**config.mk**
```make
export PLATFORM = sky130hd
export DESIGN_NAME = pulse_width_period_meter
export DESIGN_NICKNAME = d
export VERILOG_FILES = /design/src/rtl/pwm_meter_pkg.sv /design/src/rtl/pulse_width_period_meter.sv
export SDC_FILE = /design/constraint.sdc
export NUM_CORES = 1
export LEC_CHECK = 0
export BUFFER_PORTS_ARGS = -buffer_cell sky130_fd_sc_hd__buf_2
export CELL_PAD_IN_SITES_DETAIL_PLACEMENT = 1
export CELL_PAD_IN_SITES_GLOBAL_PLACEMENT = 2
export CORE_MARGIN = 4
export CORE_UTILIZATION = 37
export DETAILED_ROUTE_END_ITERATION = 16
export HOLD_SLACK_MARGIN = 0.15
export PLACE_DENSITY_LB_ADDON = 0.1
export SYNTH_ARGS = -nofsm -noshare
export SYNTH_HDL_FRONTEND = slang
export SYNTH_SLANG_ARGS = --single-unit
```
**constraint.sdc**
```tcl
create_clock -name aclk -period 26.5 [get_ports aclk]
set_input_delay 2.65 -clock aclk [delete_from_list [all_inputs] [get_ports aclk]]
set_output_delay 2.65 -clock aclk [all_outputs]
set_load 0.1 [all_outputs]
```
**src/rtl/pwm_meter_pkg.sv**
```systemverilog
// package: register map, control layout, timing constants and types of the pulse meter
package pwm_meter_pkg;

  // ************************************************************
  // register indices and byte addresses
  // ************************************************************
  localparam logic [3:0] IDX_BOARD = 4'h0;
  localparam logic [3:0] IDX_IRQ = 4'h2;
  localparam logic [3:0] IDX_TRIG = 4'h4;
  localparam logic [7:0] ADDR_BOARD = {2'b00, IDX_BOARD, 2'b00};
  localparam logic [7:0] ADDR_IRQ = {2'b00, IDX_IRQ, 2'b00};
  localparam logic [7:0] ADDR_TRIG = {2'b00, IDX_TRIG, 2'b00};
  localparam logic [7:0] ADDR_CTRL = 8'h20;
  localparam logic [7:0] ADDR_READBACK = 8'h24;

  localparam logic [15:0] CTRL_RESET = 16'h0000;
  localparam logic BOARD_RESET = 1'b0;

  localparam logic [1:0] RESP_OKAY = 2'b00;
  localparam logic [1:0] RESP_SLVERR = 2'b10;

  // ************************************************************
  // control field encodings
  // ************************************************************
  localparam logic [2:0] MODE_PULSE_WIDTH = 3'b101;
  localparam logic [2:0] MODE_PERIOD = 3'b110;
  localparam logic [1:0] POL_LOW = 2'b01;
  localparam logic [1:0] POL_HIGH = 2'b10;
  localparam logic [2:0] SRC_INT_MAX = 3'b100;
  localparam logic [2:0] SRC_EXTERNAL = 3'b101;
  localparam logic [15:0] COUNT_FULL = 16'hFFFF;

  typedef struct packed {
    logic irq_enable;      // bit 15
    logic unused;          // bit 14
    logic debounce;        // bit 13
    logic [2:0] clk_src;   // bits 12:10
    logic [1:0] trig_pol;  // bits 9:8
    logic [1:0] ext_pol;   // bits 7:6
    logic [1:0] in_pol;    // bits 5:4
    logic out_pol;         // bit 3
    logic [2:0] mode;      // bits 2:0
  } ctrl_t;

  typedef enum logic [2:0] {
    S_IDLE = 3'b000,
    S_WAIT = 3'b001,
    S_ACTIVE = 3'b010,
    S_INACTIVE = 3'b011
  } meas_state_t;

  // ************************************************************
  // timing
  // ************************************************************
  localparam int CLK_PERIOD_NS = 40;
  localparam int CLK_FREQ_KHZ = 25000;
  localparam int DEBOUNCE_NS = 2500;
  // reject pulses up to and including the debounce time
  localparam int DEBOUNCE_CYC = (DEBOUNCE_NS + CLK_PERIOD_NS) / CLK_PERIOD_NS;
  localparam int OUT_PULSE_NS = 1750;
  localparam int OUT_PULSE_CYC = (OUT_PULSE_NS + CLK_PERIOD_NS - 1) / CLK_PERIOD_NS;
  localparam int BASE_KHZ_8M = 500;
  localparam int BASE_KHZ_32M = 2000;

  // phase increment of a 16-bit accumulator for the selected internal clock
  function automatic logic [16:0] rate_inc(input logic [2:0] src, input logic c32);
    longint f_khz;
    longint inc;
    f_khz = (c32 ? longint'(BASE_KHZ_32M) : longint'(BASE_KHZ_8M)) << src;
    inc = (f_khz * 65536) / longint'(CLK_FREQ_KHZ);
    if (inc > 65536) begin
      inc = 65536;
    end
    return inc[16:0];
  endfunction

endpackage

```
**src/rtl/pulse_width_period_meter.sv**
```systemverilog
// module: pulse-width and period meter channel with an AXI4-Lite register slave
// ************************************************************
// Overview of operation
// - control mode 101 selects pulse-width measurement.
// - control mode 110 selects period measurement of the measured input.
// - each trigger measures only the first following pulse or cycle, then stops.
// - bits 5:4 set input level: 01 low, 10 high, 00/11 disabled.
// - external clock counted only with bits 7:6 at 01/10 and source 101.
// - source codes 000..100 pick internal clocks scaled by carrier rate.
// - bits 9:8 make trigger input active low (01) or high (10).
// - writing trigger register bit starts measurement like an external trigger.
// - after trigger, counting waits for the next active pulse or period.
// - pulse-width: clear on trigger, count clock ticks while input active.
// - period: clear on trigger, count across one full active-plus-inactive cycle.
// - each completion drives an output pulse of 1.75 us.
// - control bit 3 sets output pulse level; pin rests high undriven.
// - an interval beyond range reads back as 0xFFFF.
// - with bit 15 set, pulse-width completion raises the interrupt.
// - with bit 15 set, period completion after first full cycle raises interrupt.
// - period interrupt still occurs with a silent external clock; count reads zero.
// - interrupt stays pending until status register bit is written.
// - writing bit 15 as zero clears a pending interrupt.
// - bit 13 enables debounce rejecting pulses of 2.5 us or less.
// - control bit 14 always reads zero.
// ************************************************************
//
// Our own choices: the AXI4-Lite register port and the register addresses.
`timescale 1ns/1ps

module pulse_width_period_meter (
  // clock and reset
  input wire logic aclk,
  input wire logic aresetn,
  // axi4-lite write address
  input wire logic [7:0] s_axi_awaddr,
  input wire logic s_axi_awvalid,
  output logic s_axi_awready,
  // axi4-lite write data
  input wire logic [31:0] s_axi_wdata,
  input wire logic [3:0] s_axi_wstrb,
  input wire logic s_axi_wvalid,
  output logic s_axi_wready,
  // axi4-lite write response
  output logic [1:0] s_axi_bresp,
  output logic s_axi_bvalid,
  input wire logic s_axi_bready,
  // axi4-lite read address
  input wire logic [7:0] s_axi_araddr,
  input wire logic s_axi_arvalid,
  output logic s_axi_arready,
  // axi4-lite read data
  output logic [31:0] s_axi_rdata,
  output logic [1:0] s_axi_rresp,
  output logic s_axi_rvalid,
  input wire logic s_axi_rready,
  // channel pins
  input wire logic measured_input,
  input wire logic ext_clock_input,
  input wire logic trigger_input,
  output logic channel_out,
  output logic channel_out_oe,
  output logic irq
);
  import pwm_meter_pkg::*;

  // ************************************************************
  // registers and state
  // ************************************************************
  ctrl_t ctrl;
  logic carrier_32;
  logic irq_pending;
  logic [15:0] count;
  meas_state_t state;
  logic [7:0] awaddr_q;
  logic aw_held;
  logic [31:0] wdata_q;
  logic [3:0] wstrb_q;
  logic w_held;
  logic wr_go;
  logic [7:0] wr_addr;
  logic [31:0] wr_data;
  logic [3:0] wr_strb;
  logic wr_ctrl;
  logic sw_trigger;
  logic irq_clear;
  logic [2:0] sync1;
  logic [2:0] sync2;
  logic [2:0] clean;
  logic [2:0] clean_prev;
  logic [7:0] deb_cnt [3];
  logic [15:0] phase;
  logic [16:0] rate;
  logic tick;
  logic in_active;
  logic in_active_prev;
  logic trig_active;
  logic trig_active_prev;
  logic ext_trigger;
  logic trigger;
  logic mode_valid;
  logic ext_clk_sel;
  logic complete;
  logic [7:0] pulse_cnt;
  logic pulse_active;

  // ************************************************************
  // axi4-lite write path
  // ************************************************************
  assign s_axi_awready = !aw_held && !s_axi_bvalid;
  assign s_axi_wready = !w_held && !s_axi_bvalid;
  assign wr_addr = aw_held ? awaddr_q : s_axi_awaddr;
  assign wr_data = w_held ? wdata_q : s_axi_wdata;
  assign wr_strb = w_held ? wstrb_q : s_axi_wstrb;
  assign wr_go = !s_axi_bvalid && (aw_held || s_axi_awvalid) && (w_held || s_axi_wvalid);

  always_ff @(posedge aclk) begin
    if (!aresetn) begin
      aw_held <= 1'b0;
      w_held <= 1'b0;
      awaddr_q <= 8'h00;
      wdata_q <= 32'h0000_0000;
      wstrb_q <= 4'h0;
    end else if (wr_go) begin
      aw_held <= 1'b0;
      w_held <= 1'b0;
    end else begin
      if (s_axi_awvalid && s_axi_awready) begin
        aw_held <= 1'b1;
        awaddr_q <= s_axi_awaddr;
      end
      if (s_axi_wvalid && s_axi_wready) begin
        w_held <= 1'b1;
        wdata_q <= s_axi_wdata;
        wstrb_q <= s_axi_wstrb;
      end
    end
  end

  always_ff @(posedge aclk) begin
    if (!aresetn) begin
      s_axi_bvalid <= 1'b0;
      s_axi_bresp <= RESP_OKAY;
    end else if (wr_go) begin
      s_axi_bvalid <= 1'b1;
      if (wr_addr == ADDR_BOARD || wr_addr == ADDR_IRQ || wr_addr == ADDR_TRIG ||
          wr_addr == ADDR_CTRL || wr_addr == ADDR_READBACK) begin
        s_axi_bresp <= RESP_OKAY;
      end else begin
        s_axi_bresp <= RESP_SLVERR;
      end
    end else if (s_axi_bready) begin
      s_axi_bvalid <= 1'b0;
    end
  end

  assign wr_ctrl = wr_go && wr_addr == ADDR_CTRL && wr_strb[1:0] != 2'b00;
  assign sw_trigger = wr_go && wr_addr == ADDR_TRIG && wr_strb[0] && wr_data[0];
  assign irq_clear = wr_go && wr_addr == ADDR_IRQ && wr_strb[0] && wr_data[0];

  always_ff @(posedge aclk) begin
    if (!aresetn) begin
      ctrl <= ctrl_t'(CTRL_RESET);
    end else if (wr_ctrl) begin
      if (wr_strb[0]) begin
        ctrl[7:0] <= wr_data[7:0];
      end
      if (wr_strb[1]) begin
        ctrl[15:8] <= {wr_data[15], 1'b0, wr_data[13:8]};
      end
    end
  end

  always_ff @(posedge aclk) begin
    if (!aresetn) begin
      carrier_32 <= BOARD_RESET;
    end else if (wr_go && wr_addr == ADDR_BOARD && wr_strb[0]) begin
      carrier_32 <= wr_data[0];
    end
  end

  // ************************************************************
  // axi4-lite read path
  // ************************************************************
  assign s_axi_arready = !s_axi_rvalid;

  always_ff @(posedge aclk) begin
    if (!aresetn) begin
      s_axi_rvalid <= 1'b0;
      s_axi_rdata <= 32'h0000_0000;
      s_axi_rresp <= RESP_OKAY;
    end else if (s_axi_arvalid && s_axi_arready) begin
      s_axi_rvalid <= 1'b1;
      s_axi_rresp <= RESP_OKAY;
      if (s_axi_araddr == ADDR_BOARD) begin
        s_axi_rdata <= {31'h0000_0000, carrier_32};
      end else if (s_axi_araddr == ADDR_IRQ) begin
        s_axi_rdata <= {31'h0000_0000, irq_pending};
      end else if (s_axi_araddr == ADDR_TRIG) begin
        s_axi_rdata <= 32'h0000_0000;
      end else if (s_axi_araddr == ADDR_CTRL) begin
        s_axi_rdata <= {16'h0000, ctrl};
      end else if (s_axi_araddr == ADDR_READBACK) begin
        s_axi_rdata <= {16'h0000, count};
      end else begin
        s_axi_rdata <= 32'h0000_0000;
        s_axi_rresp <= RESP_SLVERR;
      end
    end else if (s_axi_rready) begin
      s_axi_rvalid <= 1'b0;
    end
  end

  // ************************************************************
  // input synchronisers and debounce
  // ************************************************************
  // index 0 measured input, 1 external clock, 2 trigger
  always_ff @(posedge aclk) begin
    if (!aresetn) begin
      sync1 <= 3'b000;
      sync2 <= 3'b000;
    end else begin
      sync1 <= {trigger_input, ext_clock_input, measured_input};
      sync2 <= sync1;
    end
  end

  always_ff @(posedge aclk) begin
    if (!aresetn) begin
      clean <= 3'b000;
      clean_prev <= 3'b000;
      for (int i = 0; i < 3; i++) begin
        deb_cnt[i] <= 8'h00;
      end
    end else begin
      clean_prev <= clean;
      for (int i = 0; i < 3; i++) begin
        if (!ctrl.debounce || sync2[i] == clean[i]) begin
          deb_cnt[i] <= 8'h00;
          clean[i] <= sync2[i];
        end else if (deb_cnt[i] == 8'(DEBOUNCE_CYC - 1)) begin
          deb_cnt[i] <= 8'h00;
          clean[i] <= sync2[i];
        end else begin
          deb_cnt[i] <= deb_cnt[i] + 8'h01;
        end
      end
    end
  end

  // ************************************************************
  // count clock selection
  // ************************************************************
  assign ext_clk_sel = (ctrl.ext_pol == POL_LOW || ctrl.ext_pol == POL_HIGH) &&
                       ctrl.clk_src == SRC_EXTERNAL;

  always_ff @(posedge aclk) begin
    if (!aresetn) begin
      phase <= 16'h0000;
    end else begin
      phase <= phase + rate[15:0];
    end
  end

  assign rate = rate_inc(ctrl.clk_src, carrier_32);

  always_comb begin
    logic [16:0] sum;
    sum = {1'b0, phase} + {1'b0, rate[15:0]};
    if (ext_clk_sel) begin
      tick = clean[1] && !clean_prev[1];
    end else if (ctrl.clk_src <= SRC_INT_MAX) begin
      tick = rate[16] || sum[16];
    end else begin
      tick = 1'b0;
    end
  end

  // ************************************************************
  // trigger and input level decode
  // ************************************************************
  assign in_active = (ctrl.in_pol == POL_LOW && !clean[0]) ||
                     (ctrl.in_pol == POL_HIGH && clean[0]);
  assign in_active_prev = (ctrl.in_pol == POL_LOW && !clean_prev[0]) ||
                          (ctrl.in_pol == POL_HIGH && clean_prev[0]);
  assign trig_active = (ctrl.trig_pol == POL_LOW && !clean[2]) ||
                       (ctrl.trig_pol == POL_HIGH && clean[2]);
  assign trig_active_prev = (ctrl.trig_pol == POL_LOW && !clean_prev[2]) ||
                            (ctrl.trig_pol == POL_HIGH && clean_prev[2]);
  assign ext_trigger = trig_active && !trig_active_prev;
  assign trigger = ext_trigger || sw_trigger;
  assign mode_valid = ctrl.mode == MODE_PULSE_WIDTH || ctrl.mode == MODE_PERIOD;

  // ************************************************************
  // measurement sequencer
  // ************************************************************
  always_comb begin
    complete = 1'b0;
    if (mode_valid && !trigger) begin
      if (state == S_ACTIVE && !in_active && ctrl.mode == MODE_PULSE_WIDTH) begin
        complete = 1'b1;
      end else if (state == S_INACTIVE && in_active && !in_active_prev) begin
        complete = 1'b1;
      end
    end
  end

  always_ff @(posedge aclk) begin
    if (!aresetn) begin
      state <= S_IDLE;
    end else if (!mode_valid) begin
      state <= S_IDLE;
    end else if (trigger) begin
      state <= S_WAIT;
    end else begin
      case (state)
        S_WAIT: begin
          if (in_active && !in_active_prev) begin
            state <= S_ACTIVE;
          end
        end
        S_ACTIVE: begin
          if (!in_active) begin
            state <= (ctrl.mode == MODE_PERIOD) ? S_INACTIVE : S_IDLE;
          end
        end
        S_INACTIVE: begin
          if (complete) begin
            state <= S_IDLE;
          end
        end
        default: begin
          state <= S_IDLE;
        end
      endcase
    end
  end

  always_ff @(posedge aclk) begin
    if (!aresetn) begin
      count <= 16'h0000;
    end else if (trigger && mode_valid) begin
      count <= 16'h0000;
    end else if (tick && count != COUNT_FULL &&
                 ((state == S_ACTIVE && in_active) || state == S_INACTIVE)) begin
      count <= count + 16'h0001;
    end
  end

  // ************************************************************
  // completion pulse and interrupt
  // ************************************************************
  always_ff @(posedge aclk) begin
    if (!aresetn) begin
      pulse_cnt <= 8'h00;
    end else if (complete) begin
      pulse_cnt <= 8'(OUT_PULSE_CYC);
    end else if (pulse_cnt != 8'h00) begin
      pulse_cnt <= pulse_cnt - 8'h01;
    end
  end

  assign pulse_active = pulse_cnt != 8'h00;

  always_ff @(posedge aclk) begin
    if (!aresetn) begin
      channel_out <= 1'b1;
      channel_out_oe <= 1'b0;
    end else begin
      channel_out <= pulse_active ? ctrl.out_pol : 1'b1;
      channel_out_oe <= pulse_active;
    end
  end

  always_ff @(posedge aclk) begin
    if (!aresetn) begin
      irq_pending <= 1'b0;
    end else if (complete && ctrl.irq_enable) begin
      irq_pending <= 1'b1;
    end else if (irq_clear) begin
      irq_pending <= 1'b0;
    end else if (wr_ctrl && wr_strb[1] && !wr_data[15]) begin
      irq_pending <= 1'b0;
    end
  end

  assign irq = irq_pending;
endmodule

```
==> impl_metrics.py <==
metrics = {
    "layout": {
        "n_fill_cell": 4380,
        "final_cell_mix": "190 x nor2_1, 157 x nand2_1, 123 x a21oi_1",
        "final_nets": 1891,
        "n_antenna_cell": 0,
        "fin_util_pct": 41.4,
        "final_common_cell": "nor2_1",
        "stdcell_count": 2260,
        "area_growth_syn_to_layout_pct": 10.0,
        "drive_gt1_share_pct": 12.3,
    },
    "worst_setup_path": {
        "cp_slowest_stage_delay_ns": 0.63,
        "crit_end": "count[12]",
        "crit_fanout": 18,
        "required_ns": 26.86,
        "ff2ff_path_depth": 94,
        "crit_path_start": "carrier_32",
        "reg2reg_to": "count[12]",
        "cp_common_cell": "ha_1",
        "critPathLaunchType": "flop",
        "arrival_ns": 24.78,
        "worstSetupPathType": "flop to flop",
        "slowest_stage": "xnor3_2",
        "timing.rr.start": "carrier_32",
        "end_kind": "flop",
        "r2r_slack_ns": 2.08,
    },
    "power": {
        "power.density_nw_per_um2": 75.0,
        "power.leakage_uw": 0.00585,
        "vdd_drop_max_mv": 0.0552,
    },
    "detailed_routing": {
        "drt-vias-per-instance": 5.83,
        "final_antenna_net_count": 0,
        "vias": 13186,
        "first_iter_violations": 763,
        "dr.pass1.iters": 4,
        "drcViolationCount": 0,
        "drt-wirelength-per-cell_um": 18.9,
        "wl_um": 42600,
    },
    "floorplanning": {
        "fp-row-count": 69,
        "pin_count": 106,
        "fp.dieW_um": 199,
        "die_y_um": 199,
        "initial_core_util_pct": 37.7,
        "die_area_sq_um": 39500,
        "core_sq_um": 35700,
    },
    "timing": {
        "hold_viol": 0,
        "fmax_mhz": 41.0,
        "clock_skew_ns": 0.00814,
        "relSlewSlack_pct": 18.2,
        "fin_crit_sh_pct": 92.1,
        "grt_setup_unrepaired": "false",
        "finalMaxSlewViolations": 0,
        "finalCriticalPeriod_ns": 24.42,
        "finalSetupViolations": 0,
        "whs_ns": 0.435,
        "fin_tns_setup_ns": 0,
        "worst_slew_pin_slew_ns": 1.22,
    },
    "clock_tree": {
        "cts_buffers": 17,
        "path_clk_slew_ns": 0.07,
        "cts_max_path_buffers": 2,
        "cts_max_level": 4,
        "cts-root-buf": "clkbuf_16",
        "cts.sinks": 144,
        "clk_latency_ns": 0.43,
        "post_cts_buffers": 0,
        "cts_tree": "yes",
    },
    "global_route": {
        "grt_pass1_vias": 13100,
        "antenna_found_initial": 0,
        "grt_pass1_wl_um": 69900,
        "grt_max_degree": 51,
        "track_usage_pct": 21.4,
        "overflow": 0,
    },
    "synth": {
        "async_flop_share_pct": 0,
        "syn_area_per_cell_sq_um": 7.78,
        "ys_seq_area_share_pct": 23.2,
        "synth_edf_count": 24,
        "synth_area_sq_um": 13500,
        "synth-seq-cells": 144,
        "synth_flop_cell": "dfxtp_1",
        "synth_cells": 1731,
        "synthDistinctLibCells": 122,
        "yosysWarnings": 0,
    },
    "worst_hold_path": {
        "min_path_type": "flop to flop",
    },
    "placed_design": {
        "io_buffer_count": 68,
        "dp_hpwl_um": 33000,
        "gp_congestion": 0.811,
        "dp.cells": 2228,
    },
    "status": {
        "status": "completed",
    },
    "run": {
        "drv_cap": 0,
    },
}
## power breakdown
| group | switching, uW | internal (uW) | leakage (uW) |
|---|---|---|---|
| clock | 103 | 132 | 0.000274 |
| sequential | 10.0 | 240 | 0.00122 |
| combinational | 384 | 240 | 0.00435 |
## registers in the layout, indices dropped and copies added (netlist names), 2 cells and up
signal and flops:
awaddr_q 8, clean 3, clean_prev 3, count 16, ctrl 15, deb_cnt 24, phase 16, pulse_cnt 8
s_axi_rdata 16, state 2, sync1 3, sync2 3, wdata_q 15, wstrb_q 2
## per-layer routing
| metal | track usage, % | share of wire, % | wire length (um) | vias up |
|---|---|---|---|---|
| met5 | 0 | 0 | 0 | - |
| met4 | 4.28 | 1.1 | 469 | 0 |
| met3 | 2.08 | 2.5 | 1060 | 29 |
| met2 | 36.1 | 48 | 20300 | 184 |
| met1 | 29.9 | 49 | 20800 | 6455 |
| li1 | - | - | - | 6518 |
## synthesized netlist by cell type (all sizes together), types with 23 or more instances
cell type | instances | area, sq um
a211oi | 39 | 353
a21oi | 126 | 646
and2 | 34 | 215
and3 | 26 | 163
buf | 40 | 249
clkbuf | 45 | 169
dfxtp | 120 | 2400
edfxtp | 24 | 721
ha | 42 | 526
inv | 58 | 218
mux2i | 46 | 460
nand2 | 158 | 601
nand3 | 57 | 285
nand4 | 25 | 156
nor2 | 192 | 731
nor2b | 36 | 225
nor3 | 53 | 287
nor4 | 23 | 144
o21ai | 71 | 389
xnor2 | 56 | 498
xor2 | 53 | 464
## critical path: cells and delay by family, from the launching register on
kind	cells	cell delay [ns]
DFF	1	0.47
xor gates and xnor gates	2	1.02
muxes	4	1.46
and+or+nand+nor	28	7.61
adders and majority gates	9	2.85
buffers and inverters	6	0.89
AOI/OAI and AO/OA	45	9.96
## stage by stage
stage	total power [uW]	worst slack [ns]	area [sq um]
floorplan	747	6.05	13600
global placement	855	2.17	14200
detailed placement	875	1.77	14200
CTS	1120	1.69	14800
global route	1200	0.0807	14800
finish	1110	2.08	14800
## timing repair
| action | 4_1_cts | 5_1_grt |
|---|---|---|
| resized for setup | 0 | 4 |
| endpoints found under the hold margin | 0 | 0 |
| hold buffers | 0 | 0 |
| setup endpoints to repair | 0 | 10 |
## worst min path at each step
stage                         from        to  slack, ns  cells past startpoint
after global placement    sync1[0]  sync2[0]       0.42                      1
final                     sync1[0]  sync2[0]       0.43                      1
after CTS                 sync1[0]  sync2[0]       0.44                      1
after detailed placement  sync1[0]  sync2[0]       0.42                      1
after floorplan           sync1[0]  sync2[0]       0.41                      1
after global routing      sync1[0]  sync2[0]       0.45                      1
## layout make-up
type	instances	area, sq um	area share [%]
Timing Repair Buffer	81	438	2.96
Clock buffer	17	425	2.87
Inverter	60	225	1.52
Tap cell	461	577	3.90
Clock inverter	15	148	0.997
Multi-Input combinational cell	1482	9870	66.7
Sequential cell	144	3120	21.1
## kinds of logic (layout without fill, tap and decap cells)
kind of cell,count (synthesis),after routing,share of synthesized area (%)
muxes,68,68,5.32
buffers and inverters,145,173,4.78
and+or+nand+nor,705,705,26.5
xor gates and xnor gates,111,111,7.50
adders and majority gates,43,43,4.05
DFF,144,144,23.2
AOI/OAI and AO/OA,513,513,28.5
other,2,42,0.0558
No activity file was read; power rests on OpenSTA's default activity.
